File: config.mk
export PLATFORM = sky130hd
export DESIGN_NAME = erc_run_ctrl
export DESIGN_NICKNAME = d
export VERILOG_FILES = /design/src/erc_pkg.sv /design/src/erc_run_timer.sv /design/src/erc_prst_gen.sv /design/src/erc_run_ctrl.sv
export SDC_FILE = /design/constraint.sdc
export NUM_CORES = 1
export LEC_CHECK = 0
export BUFFER_PORTS_ARGS = -buffer_cell sky130_fd_sc_hd__buf_2
export CORE_ASPECT_RATIO = 0.9
export CORE_MARGIN = 3
export CORE_UTILIZATION = 35
export DETAILED_ROUTE_END_ITERATION = 10
export GPL_ROUTABILITY_DRIVEN = 0
export PLACE_DENSITY = 0.51
export REMOVE_ABC_BUFFERS = 1
export SLEW_MARGIN = 15
export SYNTH_ARGS = -nofsm -noshare
export SYNTH_HDL_FRONTEND = slang
export SYNTH_SLANG_ARGS = --single-unit
File: constraint.sdc
create_clock -name clk -period 20.6 [get_ports clk]
set_clock_uncertainty 0.1 [all_clocks]
set_input_delay 2.06 -clock clk [delete_from_list [all_inputs] [get_ports clk]]
set_output_delay 2.06 -clock clk [all_outputs]
set_load 0.1 [all_outputs]
File: src/erc_pkg.sv
// Behaviour
// - periodic reset ignores breaks, trace, concurrent access
// - no-break and timeout modes ignore software breakpoints
// - sequential mode uses only user channels one, two
// - stop address halts before execution, single run
// - armed stop address disables user channel two
// - identifier qualifies stop address against page entry
// - report fetch address at each monitor interval
// - concurrent access stalls target during memory access
// - run timer with three resolutions and overflow
// - record termination cause on every stop
// - zero break opcode stops as illegal instruction
// - guarded or protected access stops the run
// - user error forces target reset, recorded
// - timeout mode stops on perf timeout, count
// - report status only when it changes
// - report reset while target reset low
// - bus idle 1.28 ms reports timeout, address
// - wait low reports wait, address unless refresh
// - bus request low reports bus request
// - distinct sleep and standby status codes
// - periodic reset pulses at twelve intervals
// - sequential stop needs channel two then one
package erc_pkg;
  localparam int CLK_NS = 25;
  localparam logic [7:0] OFF_CTRL = 8'h00;
  localparam logic [7:0] OFF_STOP = 8'h04;
  localparam logic [7:0] OFF_ASID = 8'h08;
  localparam logic [7:0] OFF_STAT = 8'h0C;
  localparam logic [7:0] OFF_CAUSE_LO = 8'h10;
  localparam logic [7:0] OFF_CAUSE_HI = 8'h14;
  localparam logic [7:0] OFF_RTIME = 8'h18;
  localparam logic [7:0] OFF_REP = 8'h1C;
  localparam logic [7:0] OFF_MON = 8'h20;
  localparam logic [7:0] OFF_CMD = 8'h24;
  localparam int PSEL_LSB = 4;
  localparam int TRES_LSB = 8;
  localparam int ASID_EN_BIT = 8;
  localparam int CMD_GO = 0;
  localparam int CMD_ABORT = 1;
  localparam int CMD_CONC_ON = 2;
  localparam int CMD_CONC_OFF = 3;
  localparam logic [31:0] MON_RST = 32'h00009C40;
  localparam int CAUSE_W = 39;
  localparam int CS_A = 0;
  localparam int CS_B = 8;
  localparam int CS_C = 16;
  localparam int CS_UBC = 24;
  localparam int CS_SEQ = 27;
  localparam int CS_KEY = 28;
  localparam int CS_BP = 29;
  localparam int CS_BSEQ = 30;
  localparam int CS_STOP = 31;
  localparam int CS_MULTI = 32;
  localparam int CS_TOVF = 33;
  localparam int CS_ILL = 34;
  localparam int CS_GUARD = 35;
  localparam int CS_EMURST = 36;
  localparam int CS_SUBTO = 37;
  localparam int CS_SUBCNT = 38;
  localparam int BUS_TO_NS = 1280000;
  localparam int BUS_TO_CYC = (BUS_TO_NS + CLK_NS - 1) / CLK_NS;
  localparam int PRST_W_CYC = 4;
  localparam int RES_NS [3] = '{1600, 406, 20};
  localparam longint HR_NS = 64'h00000346_30B8A000;
  localparam longint RT_MAX [3] = '{488 * HR_NS / 1600,
    124 * HR_NS / 406, 6 * HR_NS / 20};
  typedef int unsigned erc_tab_t [12];
  localparam erc_tab_t PRST_NS = '{6500, 9800, 50000, 100000, 500000,
    1000000, 5000000, 10000000, 50000000, 100000000, 500000000,
    1000000000};
  function automatic erc_tab_t erc_cyc_tab();
    erc_tab_t t;
    for (int i = 0; i < 12; i++)
      t[i] = (PRST_NS[i] / CLK_NS > 0) ? PRST_NS[i] / CLK_NS : 1;
    return t;
  endfunction
  localparam erc_tab_t PRST_CYC_DEF = erc_cyc_tab();
  typedef enum logic [2:0] {MD_NORMAL, MD_PERIODIC_RST, MD_NO_BREAK,
    MD_SEQ_BREAK, MD_TIMEOUT_BREAK} erc_mode_t;
  typedef enum logic [3:0] {ST_NONE, ST_PC, ST_RESET, ST_RUNNING,
    ST_SLEEP, ST_STANDBY, ST_BUS_TIMEOUT, ST_WAIT,
    ST_BUS_REQUEST} erc_stat_t;
  typedef struct packed {
    logic [31:0] pc_fetch;
    logic fetch_valid;
    logic [31:0] addr;
    logic bus_cycle;
    logic refresh;
    logic wait_n;
    logic bus_request_line_n;
    logic target_reset_line_n;
    logic sleep;
    logic standby;
    logic brk_opcode;
    logic guard_viol;
    logic user_err;
    logic [7:0] page_entry_high_reg;
  } erc_tgt_t;
  typedef struct packed {
    logic [7:0] ch_a;
    logic [7:0] ch_b;
    logic [7:0] ch_c;
    logic [2:0] user_break_channel;
    logic sw_bp;
    logic bp_seq;
    logic trace_ovf;
    logic perf_timeout_counter;
    logic perf_count_ovf;
    logic mem_access;
  } erc_brk_t;
  typedef struct packed {
    logic valid;
    erc_stat_t code;
    logic [31:0] addr;
  } erc_rep_t;
endpackage

File: src/erc_run_timer.sv
`timescale 1ns/1ps
module erc_run_timer (
  // clock and reset
  input wire logic clk,
  input wire logic sys_rst,
  // control
  input wire logic clear,
  input wire logic run,
  input wire logic [1:0] res,
  // result
  output logic [30:0] count,
  output logic ovf
);
  import erc_pkg::*;
  typedef struct packed {
    logic [30:0] cnt;
    logic [11:0] acc;
    logic ovf;
  } erc_tm_t;
  erc_tm_t tm_reg, tm_next;
  logic [11:0] sum, rns;
  logic [30:0] lim;
  always_comb
  begin
    tm_next = tm_reg;
    rns = 12'(RES_NS[0]);
    lim = 31'(RT_MAX[0]);
    if (res == 2'h1)
    begin
      rns = 12'(RES_NS[1]);
      lim = 31'(RT_MAX[1]);
    end
    else if (res == 2'h2)
    begin
      rns = 12'(RES_NS[2]);
      lim = 31'(RT_MAX[2]);
    end
    // fractional accumulator: 20 ns units outrun the 25 ns clock
    sum = tm_reg.acc + 12'(CLK_NS);
    if (clear)
      tm_next = '0;
    else if (run && !tm_reg.ovf)
    begin
      tm_next.acc = sum;
      if (sum >= {rns[10:0], 1'b0})
      begin
        tm_next.cnt = tm_reg.cnt + 31'h2;
        tm_next.acc = sum - {rns[10:0], 1'b0};
      end
      else if (sum >= rns)
      begin
        tm_next.cnt = tm_reg.cnt + 31'h1;
        tm_next.acc = sum - rns;
      end
      if (tm_next.cnt > lim)
      begin
        tm_next.ovf = 1'b1;
        tm_next.cnt = lim;
      end
    end
  end
  always_ff @(posedge clk)
    if (sys_rst)
      tm_reg <= '0;
    else
      tm_reg <= tm_next;
  assign count = tm_reg.cnt;
  assign ovf = tm_reg.ovf;
endmodule

File: src/erc_prst_gen.sv
`timescale 1ns/1ps
module erc_prst_gen #(
  parameter erc_pkg::erc_tab_t PRST_CYC = erc_pkg::PRST_CYC_DEF
) (
  // clock and reset
  input wire logic clk,
  input wire logic sys_rst,
  // control
  input wire logic en,
  input wire logic [3:0] sel,
  // reset pulse, active high
  output logic pulse
);
  import erc_pkg::*;
  typedef struct packed {
    logic [31:0] cnt;
    logic [2:0] wcnt;
  } erc_pg_t;
  erc_pg_t pg_reg, pg_next;
  logic [3:0] idx;
  always_comb
  begin
    pg_next = pg_reg;
    // settings out of range fall back to the shortest interval
    idx = (sel >= 4'h1 && sel <= 4'hC) ? sel - 4'h1 : 4'h0;
    if (!en)
      pg_next = '0;
    else
    begin
      pg_next.cnt = pg_reg.cnt + 32'h1;
      if (pg_reg.wcnt != 3'h0)
        pg_next.wcnt = pg_reg.wcnt - 3'h1;
      if (pg_reg.cnt >= PRST_CYC[idx] - 1)
      begin
        pg_next.cnt = '0;
        pg_next.wcnt = 3'(PRST_W_CYC);
      end
    end
  end
  always_ff @(posedge clk)
    if (sys_rst)
      pg_reg <= '0;
    else
      pg_reg <= pg_next;
  assign pulse = pg_reg.wcnt != 3'h0;
endmodule

File: src/erc_run_ctrl.sv
`timescale 1ns/1ps
module erc_run_ctrl #(
  parameter logic [15:0] BUS_TO_CYC = 16'(erc_pkg::BUS_TO_CYC),
  parameter erc_pkg::erc_tab_t PRST_CYC = erc_pkg::PRST_CYC_DEF
) (
  // clock and reset
  input wire logic clk,
  input wire logic sys_rst,
  // register port
  input wire logic [7:0] addr,
  input wire logic [31:0] wdata,
  input wire logic wr,
  input wire logic rd,
  output logic [31:0] rdata,
  // target bus and break sources
  input erc_pkg::erc_tgt_t tgt,
  input erc_pkg::erc_brk_t brk,
  // target control
  output logic target_reset_line_n,
  output logic halt_req,
  output logic stall,
  output logic trace_en,
  output logic running,
  // status report
  output erc_pkg::erc_rep_t rep
);
  import erc_pkg::*;
  typedef struct packed {
    erc_mode_t mode;
    logic [3:0] psel;
    logic [1:0] tres;
    logic [31:0] stop_addr;
    logic [7:0] asid;
    logic asid_en;
    logic stop_armed;
    logic [31:0] mon;
    logic [31:0] mon_cnt;
    logic running;
    logic conc;
    logic seq_seen;
    logic [CAUSE_W-1:0] cause;
    logic [15:0] idle_cnt;
    logic [31:0] last_addr;
    logic [31:0] last_pc;
    erc_rep_t rep;
    erc_stat_t prev_code;
    logic [31:0] prev_addr;
    logic [2:0] erst_cnt;
    logic rst_n;
    logic halt;
    logic stall;
    logic trace_en;
    logic clr_t;
    logic [31:0] rdata;
  } erc_st_t;
  erc_st_t st_reg, st_next;
  logic prst_pulse, t_ovf;
  logic [30:0] t_cnt;
  logic [CAUSE_W-1:0] vec;
  logic sw_ok, hw_ok, go, abort, conc_on, conc_off, stop_hit, tick;
  logic [3:0] ucode;
  erc_stat_t ccode;
  logic [31:0] caddr;

  erc_run_timer u_timer (
    .clk(clk),
    .sys_rst(sys_rst),
    .clear(st_reg.clr_t),
    .run(st_reg.running),
    .res(st_reg.tres),
    .count(t_cnt),
    .ovf(t_ovf)
  );

  erc_prst_gen #(.PRST_CYC(PRST_CYC)) u_prst (
    .clk(clk),
    .sys_rst(sys_rst),
    .en(st_reg.running && st_reg.mode == MD_PERIODIC_RST),
    .sel(st_reg.psel),
    .pulse(prst_pulse)
  );

  ////////////////////////////////////////////////////////////////////////
  // break qualification
  always_comb
  begin
    go = wr && addr == OFF_CMD && wdata[CMD_GO];
    abort = wr && addr == OFF_CMD && wdata[CMD_ABORT];
    conc_on = wr && addr == OFF_CMD && wdata[CMD_CONC_ON];
    conc_off = wr && addr == OFF_CMD && wdata[CMD_CONC_OFF];
    // software points only in normal mode
    sw_ok = st_reg.mode == MD_NORMAL;
    hw_ok = st_reg.mode == MD_NORMAL || st_reg.mode == MD_TIMEOUT_BREAK;
    stop_hit = st_reg.stop_armed && tgt.fetch_valid
      && tgt.pc_fetch == st_reg.stop_addr
      && (!st_reg.asid_en || tgt.page_entry_high_reg == st_reg.asid)
      && st_reg.mode != MD_PERIODIC_RST;
    vec = '0;
    vec[CS_A +: 8] = hw_ok ? brk.ch_a : 8'h00;
    vec[CS_B +: 8] = hw_ok ? brk.ch_b : 8'h00;
    vec[CS_C +: 8] = hw_ok ? brk.ch_c : 8'h00;
    vec[CS_UBC] = hw_ok && brk.user_break_channel[0];
    // channel two dead while stop address armed
    vec[CS_UBC+1] = hw_ok && brk.user_break_channel[1]
      && !st_reg.stop_armed;
    vec[CS_UBC+2] = hw_ok && brk.user_break_channel[2];
    // channel one only after channel two
    vec[CS_SEQ] = st_reg.mode == MD_SEQ_BREAK && st_reg.seq_seen
      && brk.user_break_channel[0];
    vec[CS_KEY] = abort;
    vec[CS_BP] = sw_ok && brk.sw_bp;
    vec[CS_BSEQ] = sw_ok && brk.bp_seq;
    vec[CS_STOP] = stop_hit;
    // several hardware channels at once, pipeline skid
    vec[CS_MULTI] = $countones(vec[CS_SEQ-1:0]) > 1;
    vec[CS_TOVF] = st_reg.mode != MD_PERIODIC_RST && brk.trace_ovf;
    vec[CS_ILL] = tgt.brk_opcode;
    vec[CS_GUARD] = tgt.guard_viol;
    vec[CS_EMURST] = tgt.user_err;
    vec[CS_SUBTO] = st_reg.mode == MD_TIMEOUT_BREAK
      && brk.perf_timeout_counter;
    vec[CS_SUBCNT] = st_reg.mode == MD_TIMEOUT_BREAK && brk.perf_count_ovf;
  end

  ////////////////////////////////////////////////////////////////////////
  // execution status candidate
  always_comb
  begin
    ccode = ST_PC;
    caddr = st_reg.last_pc;
    if (!tgt.target_reset_line_n)
    begin
      ccode = ST_RESET;
      caddr = '0;
    end
    else if (!tgt.bus_request_line_n)
    begin
      ccode = ST_BUS_REQUEST;
      caddr = '0;
    end
    else if (!tgt.wait_n)
    begin
      ccode = ST_WAIT;
      caddr = tgt.refresh ? 32'h00000000 : tgt.addr;
    end
    else if (st_reg.idle_cnt >= BUS_TO_CYC)
    begin
      ccode = ST_BUS_TIMEOUT;
      caddr = st_reg.last_addr;
    end
    else if (tgt.sleep)
    begin
      ccode = ST_SLEEP;
      caddr = '0;
    end
    else if (tgt.standby)
    begin
      ccode = ST_STANDBY;
      caddr = '0;
    end
  end

  ////////////////////////////////////////////////////////////////////////
  // next state
  always_comb
  begin
    st_next = st_reg;
    st_next.rep.valid = 1'b0;
    st_next.clr_t = 1'b0;
    tick = st_reg.mon_cnt + 32'h1 >= st_reg.mon;
    if (wr)
    begin
      case (addr)
        OFF_CTRL:
        begin
          st_next.mode = erc_mode_t'(wdata[2:0]);
          st_next.psel = wdata[PSEL_LSB +: 4];
          st_next.tres = wdata[TRES_LSB +: 2];
        end
        OFF_STOP:
        begin
          st_next.stop_addr = wdata;
          st_next.stop_armed = 1'b1;
        end
        OFF_ASID:
        begin
          st_next.asid = wdata[7:0];
          st_next.asid_en = wdata[ASID_EN_BIT];
        end
        OFF_MON:
          st_next.mon = wdata;
        default:
          st_next.mon = st_reg.mon;
      endcase
    end
    if (tgt.fetch_valid)
      st_next.last_pc = tgt.pc_fetch;
    if (tgt.bus_cycle)
    begin
      st_next.idle_cnt = '0;
      st_next.last_addr = tgt.addr;
    end
    else if (st_reg.idle_cnt < BUS_TO_CYC)
      st_next.idle_cnt = st_reg.idle_cnt + 16'h1;
    if (st_reg.erst_cnt != 3'h0)
      st_next.erst_cnt = st_reg.erst_cnt - 3'h1;
    if (go && !st_reg.running)
    begin
      st_next.running = 1'b1;
      st_next.cause = '0;
      st_next.seq_seen = 1'b0;
      st_next.clr_t = 1'b1;
      st_next.mon_cnt = '0;
      st_next.rep = '{1'b1, ST_RUNNING, 32'h00000000};
      st_next.prev_code = ST_RUNNING;
      st_next.prev_addr = '0;
    end
    else if (st_reg.running)
    begin
      if (st_reg.mode == MD_SEQ_BREAK && brk.user_break_channel[1]
          && !st_reg.stop_armed)
        st_next.seq_seen = 1'b1;
      // no concurrent access in periodic reset
      if (conc_on && st_reg.mode != MD_PERIODIC_RST)
        st_next.conc = 1'b1;
      if (conc_off && st_reg.conc)
      begin
        st_next.conc = 1'b0;
        st_next.rep = '{1'b1, ST_RUNNING, 32'h00000000};
        st_next.prev_code = ST_RUNNING;
        st_next.prev_addr = '0;
      end
      else
      begin
        st_next.mon_cnt = tick ? 32'h0 : st_reg.mon_cnt + 32'h1;
        // sample at interval, report on change
        if (tick && (ccode != st_reg.prev_code
            || caddr != st_reg.prev_addr))
        begin
          st_next.rep = '{1'b1, ccode, caddr};
          st_next.prev_code = ccode;
          st_next.prev_addr = caddr;
        end
      end
      if (|vec)
      begin
        st_next.running = 1'b0;
        st_next.conc = 1'b0;
        st_next.cause = st_reg.cause | vec;
        st_next.stop_armed = 1'b0;
      end
      if (tgt.user_err)
        st_next.erst_cnt = 3'(PRST_W_CYC);
    end
    st_next.rst_n = !(prst_pulse || st_next.erst_cnt != 3'h0);
    st_next.halt = !st_next.running;
    // stall target while emulator touches memory
    st_next.stall = st_next.conc && brk.mem_access;
    st_next.trace_en = st_next.running
      && st_next.mode != MD_PERIODIC_RST;
    st_next.rdata = '0;
    if (rd)
    begin
      ucode = 4'(st_reg.rep.code);
      case (addr)
        OFF_CTRL:
          st_next.rdata = {22'h0, st_reg.tres, st_reg.psel, 1'b0,
            st_reg.mode};
        OFF_STOP:
          st_next.rdata = st_reg.stop_addr;
        OFF_ASID:
          st_next.rdata = {23'h0, st_reg.asid_en, st_reg.asid};
        OFF_STAT:
          st_next.rdata = {24'h0, ucode, st_reg.stop_armed,
            st_reg.stall, st_reg.conc, st_reg.running};
        OFF_CAUSE_LO:
          st_next.rdata = st_reg.cause[31:0];
        OFF_CAUSE_HI:
          st_next.rdata = {25'h0, st_reg.cause[CAUSE_W-1:32]};
        OFF_RTIME:
          st_next.rdata = {t_ovf, t_cnt};
        OFF_REP:
          st_next.rdata = st_reg.rep.addr;
        OFF_MON:
          st_next.rdata = st_reg.mon;
        default:
          st_next.rdata = '0;
      endcase
    end
    else
      ucode = 4'h0;
  end

  always_ff @(posedge clk)
    if (sys_rst)
    begin
      st_reg <= '0;
      st_reg.mon <= MON_RST;
      st_reg.rst_n <= 1'b1;
      st_reg.halt <= 1'b1;
    end
    else
      st_reg <= st_next;

  assign rdata = st_reg.rdata;
  assign target_reset_line_n = st_reg.rst_n;
  assign halt_req = st_reg.halt;
  assign stall = st_reg.stall;
  assign trace_en = st_reg.trace_en;
  assign running = st_reg.running;
  assign rep = st_reg.rep;
endmodule

**After elaboration in Yosys (flattened, before gate mapping)**

Memory sizes are Yosys's and may differ from the RTL's.
Cells that the tools add are included.

- Bits in writable memories: 0
- Bits in registers: 429
- Memories: 1
- Logic and storage cells: 235
- Bits in read-only memories: 512
- Latch bits: 0
- Output and inout port bits: 74

- Reduce and logical (&&, ||, !) cells: 67
- Equal/unequal tests: 20
- Shift-type cells: 0
- Order comparisons: 11
- $mul: 0
- $add $sub $neg: 38
- Mux-type cells: 57
- Bitwise gates (word level): 5
- Divide/modulo/power cells: 0

Memories:

| name | words | width | rd ports | clocked after memory_dff | wr ports | line | RTL |
|---|---|---|---|---|---|---|---|
| (name not given) | 16 | 32 | 1 | 0 | 0 | erc_prst_gen.sv:33 | `if (pg_reg.cnt >= PRST_CYC[idx] - 1)` |

Operator list:

| cell | count |
|---|---|
| 32-bit two-way mux | 12 |
| 32-bit one-hot mux with 9 select lines | 1 |
| 73-bit two-way mux | 3 |
| 43-bit two-way mux | 4 |
| 31-bit two-way mux | 3 |
| 83-bit two-way mux | 1 |
| 76-bit two-way mux | 1 |
| 32-bit by 1-bit adder with 32-bit output (second input constant) | 2 |
| 32-bit >= comparator | 2 |
| 42-bit two-way mux | 1 |
| 39-bit two-way mux | 1 |
| 39-bit bitwise OR | 1 |
| 39-bit OR reduction | 1 |
| 32-bit == test | 1 |
| 8-bit by 5-bit == test with 1-bit output (second input constant) | 4 |
| 32-bit != test | 1 |
| 32-bit by 1-bit subtractor with 32-bit output (second input constant) | 1 |
| 31-bit by 1-bit adder with 31-bit output (second input constant) | 1 |
| 31-bit by 2-bit adder with 31-bit output (second input constant) | 1 |
| 31-bit greater-than comparator | 1 |
| 1-bit logical AND | 31 |
| 3-bit two-way mux | 9 |
| 1-bit by 1-bit adder with 2-bit output | 13 |
| 12-bit >= comparator | 2 |
| 46 further kinds | 100 |

**Logic depth before layout (Yosys ltp)**

- Depth after elaboration: 16
- Gate-level depth with buffers: 30

**Modules after synthesis**

From an unflattened synthesis, not the netlist that was laid out.

- Cell total of the unflattened synthesis: 3106
- Area total of the unflattened synthesis: 25026.5 µm²

Modules (own cells, without submodules):

| module | instances | area an instance (µm²) | sequential area each (µm²) | cells an instance |
|---|---|---|---|---|
| erc_run_ctrl | 1 | 17428.0 | 6286.0 | 2142 |
| erc_run_timer | 1 | 4668.2 | 880.8 | 601 |
| erc_prst_gen | 1 | 2930.3 | 700.7 | 363 |

**Worst setup path before layout**

Ideal clock, no wire load.

- Kind: input port to flip-flop
- Start point: input brk[25] (netlist bit)
- End point: register st_reg[211] (netlist bit)
- Path buffers: 2
- Arrival time: 7.651 ns
- Slack: 12.722 ns
- Stages on the path: 22
- Data required time: 20.372 ns
- Cells stage by stage: and2_1 -> fa_1 -> inv_1 -> fa_1 -> fa_1 -> fa_1 -> fa_1 -> inv_1 -> fa_1 -> fa_1 -> inv_1 -> fa_1 -> nor2_1 -> nand3_1 -> a21oi_1 -> o211ai_1 -> or4_1 -> and2_1 -> clkbuf_1 -> clkbuf_1 -> a31oi_1 -> nor2_1

- Longest elaborated chain between the ends: 9

RTL lines:

| element | line | RTL |
|---|---|---|
| start, declared | erc_run_ctrl.sv:17 | `input erc_pkg::erc_brk_t brk,` |
| 8-bit two-way mux (*) | erc_run_ctrl.sv:99 | `vec[CS_A +: 8] = hw_ok ? brk.ch_a : 8'h00;` |
| 1-bit by 1-bit adder with 2-bit output | erc_run_ctrl.sv:115 | `vec[CS_MULTI] = $countones(vec[CS_SEQ-1:0]) > 1;` |
| 2-bit by 2-bit adder with 3-bit output | erc_run_ctrl.sv:115 |  |
| 3-bit by 3-bit adder with 4-bit output | erc_run_ctrl.sv:115 |  |
| 4-bit by 4-bit adder with 5-bit output | erc_run_ctrl.sv:115 |  |
| 5-bit by 5-bit adder with 6-bit output | erc_run_ctrl.sv:115 |  |
| 6-bit by 1-bit greater-than comparator with 1-bit output | erc_run_ctrl.sv:115 |  |
| 39-bit OR reduction (*) | erc_run_ctrl.sv:245 | `if (\|vec)` |
| 2-bit AND reduction (no line) (*) | - |  |
| end signal, assigned | erc_run_ctrl.sv:303 | `st_reg <= st_next;` |
| end, declared | erc_run_ctrl.sv:56 | `erc_st_t st_reg, st_next;` |

Mark *: on every way between the ends. The rest lies on a longest branch, timed or not.
A chain may end at the register's enable or synchronous reset.

**Final worst setup path**

- Start point: input brk[25] (netlist bit)
- End point: register st_reg[220] (netlist bit)

The elaborated chain is that of the path after synthesis.

==> run_results.csv <==
group,metric,value,unit
yosys,ys_seq_elements,393,
power_and_ir_drop,vdd_drop_max,0.0000560,V
clock_network,postCtsSetupRepairBufs,0,
power_and_ir_drop,static-leakage-power,10.3,nW
routing,drt-total-wl,90000,um
power_and_ir_drop,seq_power_share,42.4,%
final_layout,final_area,0.0263,mm^2
final_layout,mostFrequentLayoutCell,"sky130_fd_sc_hd__nand2_1",
sta,hold_viol_final,0,
floorplanning,die_area,0.0699,mm^2
sta,timing.slew.headroom,23.4,%
sta,min_period,7.98,ns
global_route,antenna_found_initial,12,
power_and_ir_drop,pwr_density,69.7,mW/mm^2
worst_setup_path,worst-endpoint-arrival,8.33,ns
placement,detailed_place_hpwl,66800,um
clock_network,worstSkewPairLatency,0.60,ns
worst_setup_path,critPathMaxFanout,24,
sta,finalSetupViolCount,0,
yosys,dominant_register_cell_in_the_synthesized_netlist,"sky130_fd_sc_hd__dfxtp_1",
clock_network,cts-root-buf,"sky130_fd_sc_hd__clkbuf_16",
yosys,syn_inst,2899,
yosys,synth.cell_area,0.0234,mm^2
global_route,grt_pass1_wl,134000,um
hold_path,timing.hold.worst_path_depth,1,
routing,vias_per_cell,5.68,
yosys,synth_cell_type_count,87,
routing,vias,22052,
floorplanning,core.rowCount,89,
power_and_ir_drop,combPwrFrac,11.4,%
global_route,pin_count_of_the_biggest_net_entering_global_routing,77,
power_and_ir_drop,total_switching_power,493,uW
yosys,asyncSetResetFlopFracSynth,0,%
sta,min_period_over_period,38.7,%
clock_network,ctsHoldBuffers,0,
sta,worst-slew-pin-transition,1.14,ns
yosys,synth.yosys.seq_area_share,33.7,%
final_layout,fin_nets,3289,
final_layout,syn2layout_area_growth,12.5,%
clock_network,clock_sinks,393,
global_route,grt-ovfl-total,0,
power_and_ir_drop,internal_power,1.34,mW
yosys,syn_area_per_cell,8.06,um^2
floorplanning,die_width,278,um
final_layout,finalNonFillerCells,3882,
floorplanning,floorplan.initialDensity,35.5,%
worst_setup_path,crit_type,"in -> reg",
global_route,via_count_of_the_first_global_routing_pass,21219,
worst_setup_path,worstSetupEndpointType,"register",
sta,grt_setup_unrepaired,"false",
worst_setup_path,reg2reg_slack,12.67,ns
placement,placement.io_buffers,233,
floorplanning,die_height,251,um
floorplanning,ioPinCount,234,
sta,slew_viol_final,0,
power_and_ir_drop,clockPowerShare,46.2,%
power_and_ir_drop,sw_share,26.9,%
clock_network,clk_transition_reported_paths,0.06,ns
placement,placedInstanceArea,0.0248,mm^2
sta,fmax,125,MHz
routing,antenna_violating_nets_post_route,0,
yosys,synth_edf_count,0,
global_route,gr-usage-all-layers,24.9,%
routing,drc_violation_count_after_routing,0,
final_layout,layout-drive-gt1-share,12.9,%
clock_network,post_cts.resized_instances,0,
final_layout,mostFrequentLayoutCells,"434 x sky130_fd_sc_hd__nand2_1, 393 x sky130_fd_sc_hd__dfxtp_1, 262 x sky130_fd_sc_hd__nor2_1",
worst_setup_path,worst-endpoint-required,20.95,ns
worst_setup_path,critPathLaunchType,"input pin",
run,max_cap_viol_count,0,
final_layout,layout.core_utilization,40.0,%
clock_network,cts.htree.levels,2,
routing,detail_route.iter0.violations,2272,
clock_network,cts.path.max_buffers,3,
placement,dpl.cell_count,3796,
floorplanning,fp.coreArea,0.0658,mm^2
outcome,run_status,"completed",
clock_network,cts_tree,"yes",
clock_network,number_of_buffers_created_by_cts,46,
sta,total_negative_slack_for_setup_checks,0,ns
routing,drt_first_pass_iters,10,
hold_path,timing.hold.worst.class,"reg -> reg",
routing,avgRoutedWirePerCell,23.2,um
final_layout,largest_reg_flops,240,
yosys,yosysWarningCount,0,
worst_setup_path,ff2ff_path_depth,21,
## layer usage
layer	part of all wire [%]	track usage, %
met5	0.086	0
met4	3.7	9.06
met3	8.8	5.33
met2	44	39.0
met1	43	33.7
## final timing paths
| kind | from | to |
|---|---|---|
| min reg2reg | u_prst.pg_reg[3] | u_prst.pg_reg[3] |
| max | brk[25] | st_reg[220] |
| min | u_prst.pg_reg[3] | u_prst.pg_reg[3] |
| max reg2reg | st_reg[341] | u_timer.count[25] |
## logic make-up (layout without fill, tap and decap cells)
kind of cell | Yosys count | after routing | share of synthesized area [%]
AO/OA/AOI/OAI | 667 | 667 | 19.1
adder cells (fa/ha/maj) | 149 | 149 | 8.65
other | 1 | 8 | 0.0161
multiplexers | 71 | 71 | 3.05
flip-flops | 393 | 393 | 33.7
buffers and inverters | 335 | 447 | 6.59
AND/OR/NAND/NOR | 1084 | 1084 | 21.4
XOR/XNOR | 199 | 199 | 7.56
## worst max-delay path, stage by stage
cell and delay [ns]:
sky130_fd_sc_hd__buf_2 0.11, sky130_fd_sc_hd__and2_1 0.19, sky130_fd_sc_hd__fa_1 0.55, sky130_fd_sc_hd__inv_1 0.06, sky130_fd_sc_hd__fa_1 0.51, sky130_fd_sc_hd__fa_1 0.52
sky130_fd_sc_hd__fa_1 0.52, sky130_fd_sc_hd__fa_1 0.54, sky130_fd_sc_hd__inv_1 0.05, sky130_fd_sc_hd__fa_1 0.56, sky130_fd_sc_hd__fa_1 0.20, sky130_fd_sc_hd__inv_1 0.05
sky130_fd_sc_hd__fa_1 0.38, sky130_fd_sc_hd__nor2_1 0.10, sky130_fd_sc_hd__nand3_1 0.08, sky130_fd_sc_hd__a21oi_1 0.23, sky130_fd_sc_hd__o211ai_1 0.14, sky130_fd_sc_hd__or4_1 0.55
sky130_fd_sc_hd__and2_1 0.52, sky130_fd_sc_hd__a41oi_1 0.35, sky130_fd_sc_hd__nor2_1 0.05
## cells in the mapped netlist, drive strengths merged, types with 21 or more instances
cell type    n  area (um^2)
o22ai       37          231
nor2b       21          131
and2        31          194
ha         128         1600
o211ai      30          225
inv         96          360
nor3        40          211
or3         21          131
nor2       270         1010
a21o        45          338
nand3b      21          158
nand2      435         1630
dfxtp      393         7870
nand3       80          405
a31oi       29          181
o21ai       69          349
xnor2       88          786
xor2       111          980
a21oi      242         1230
nand2b      24          158
and3        38          238
mux2i       70          701
a222oi      29          290
fa          21          420
nand4       52          325
buf         93          632
clkbuf     146          548
a311o       27          270
a22oi       46          345
nor4        21          165
## per-stage QoR
| stage | power [mW] | hold WS [ns] | setup WS [ns] |
|---|---|---|---|
| final | 1.83 | 0.345 | 12.62 |
| after global routing | 1.90 | 0.381 | 12.20 |
| after CTS | 1.85 | 0.350 | 12.63 |
| after detailed placement | 1.00 | 0.335 | 12.01 |
| after global placement | 0.999 | 0.329 | 12.06 |
| after floorplan | 0.920 | 0.318 | 12.70 |
## area by class of cell
cell class | count | area (um^2)
fillers | 6689 | 39500
multi-input cells | 2177 | 14000
flip-flops and latches | 393 | 7870
repair buffers | 266 | 1420
clock buffers | 65 | 1320
well taps | 864 | 1080
inverters | 96 | 360
clock inverters | 20 | 206
diodes | 1 | 2.50
## power by group through the flow
stage	logic, mW	clock network (mW)	registers [mW]
global route	0.238	0.889	0.778
CTS	0.210	0.862	0.777
finish	0.209	0.846	0.777
global placement	0.206	0	0.793
detailed placement	0.208	0	0.794
floorplan	0.122	0	0.797
(Power assumes the default switching activity.)
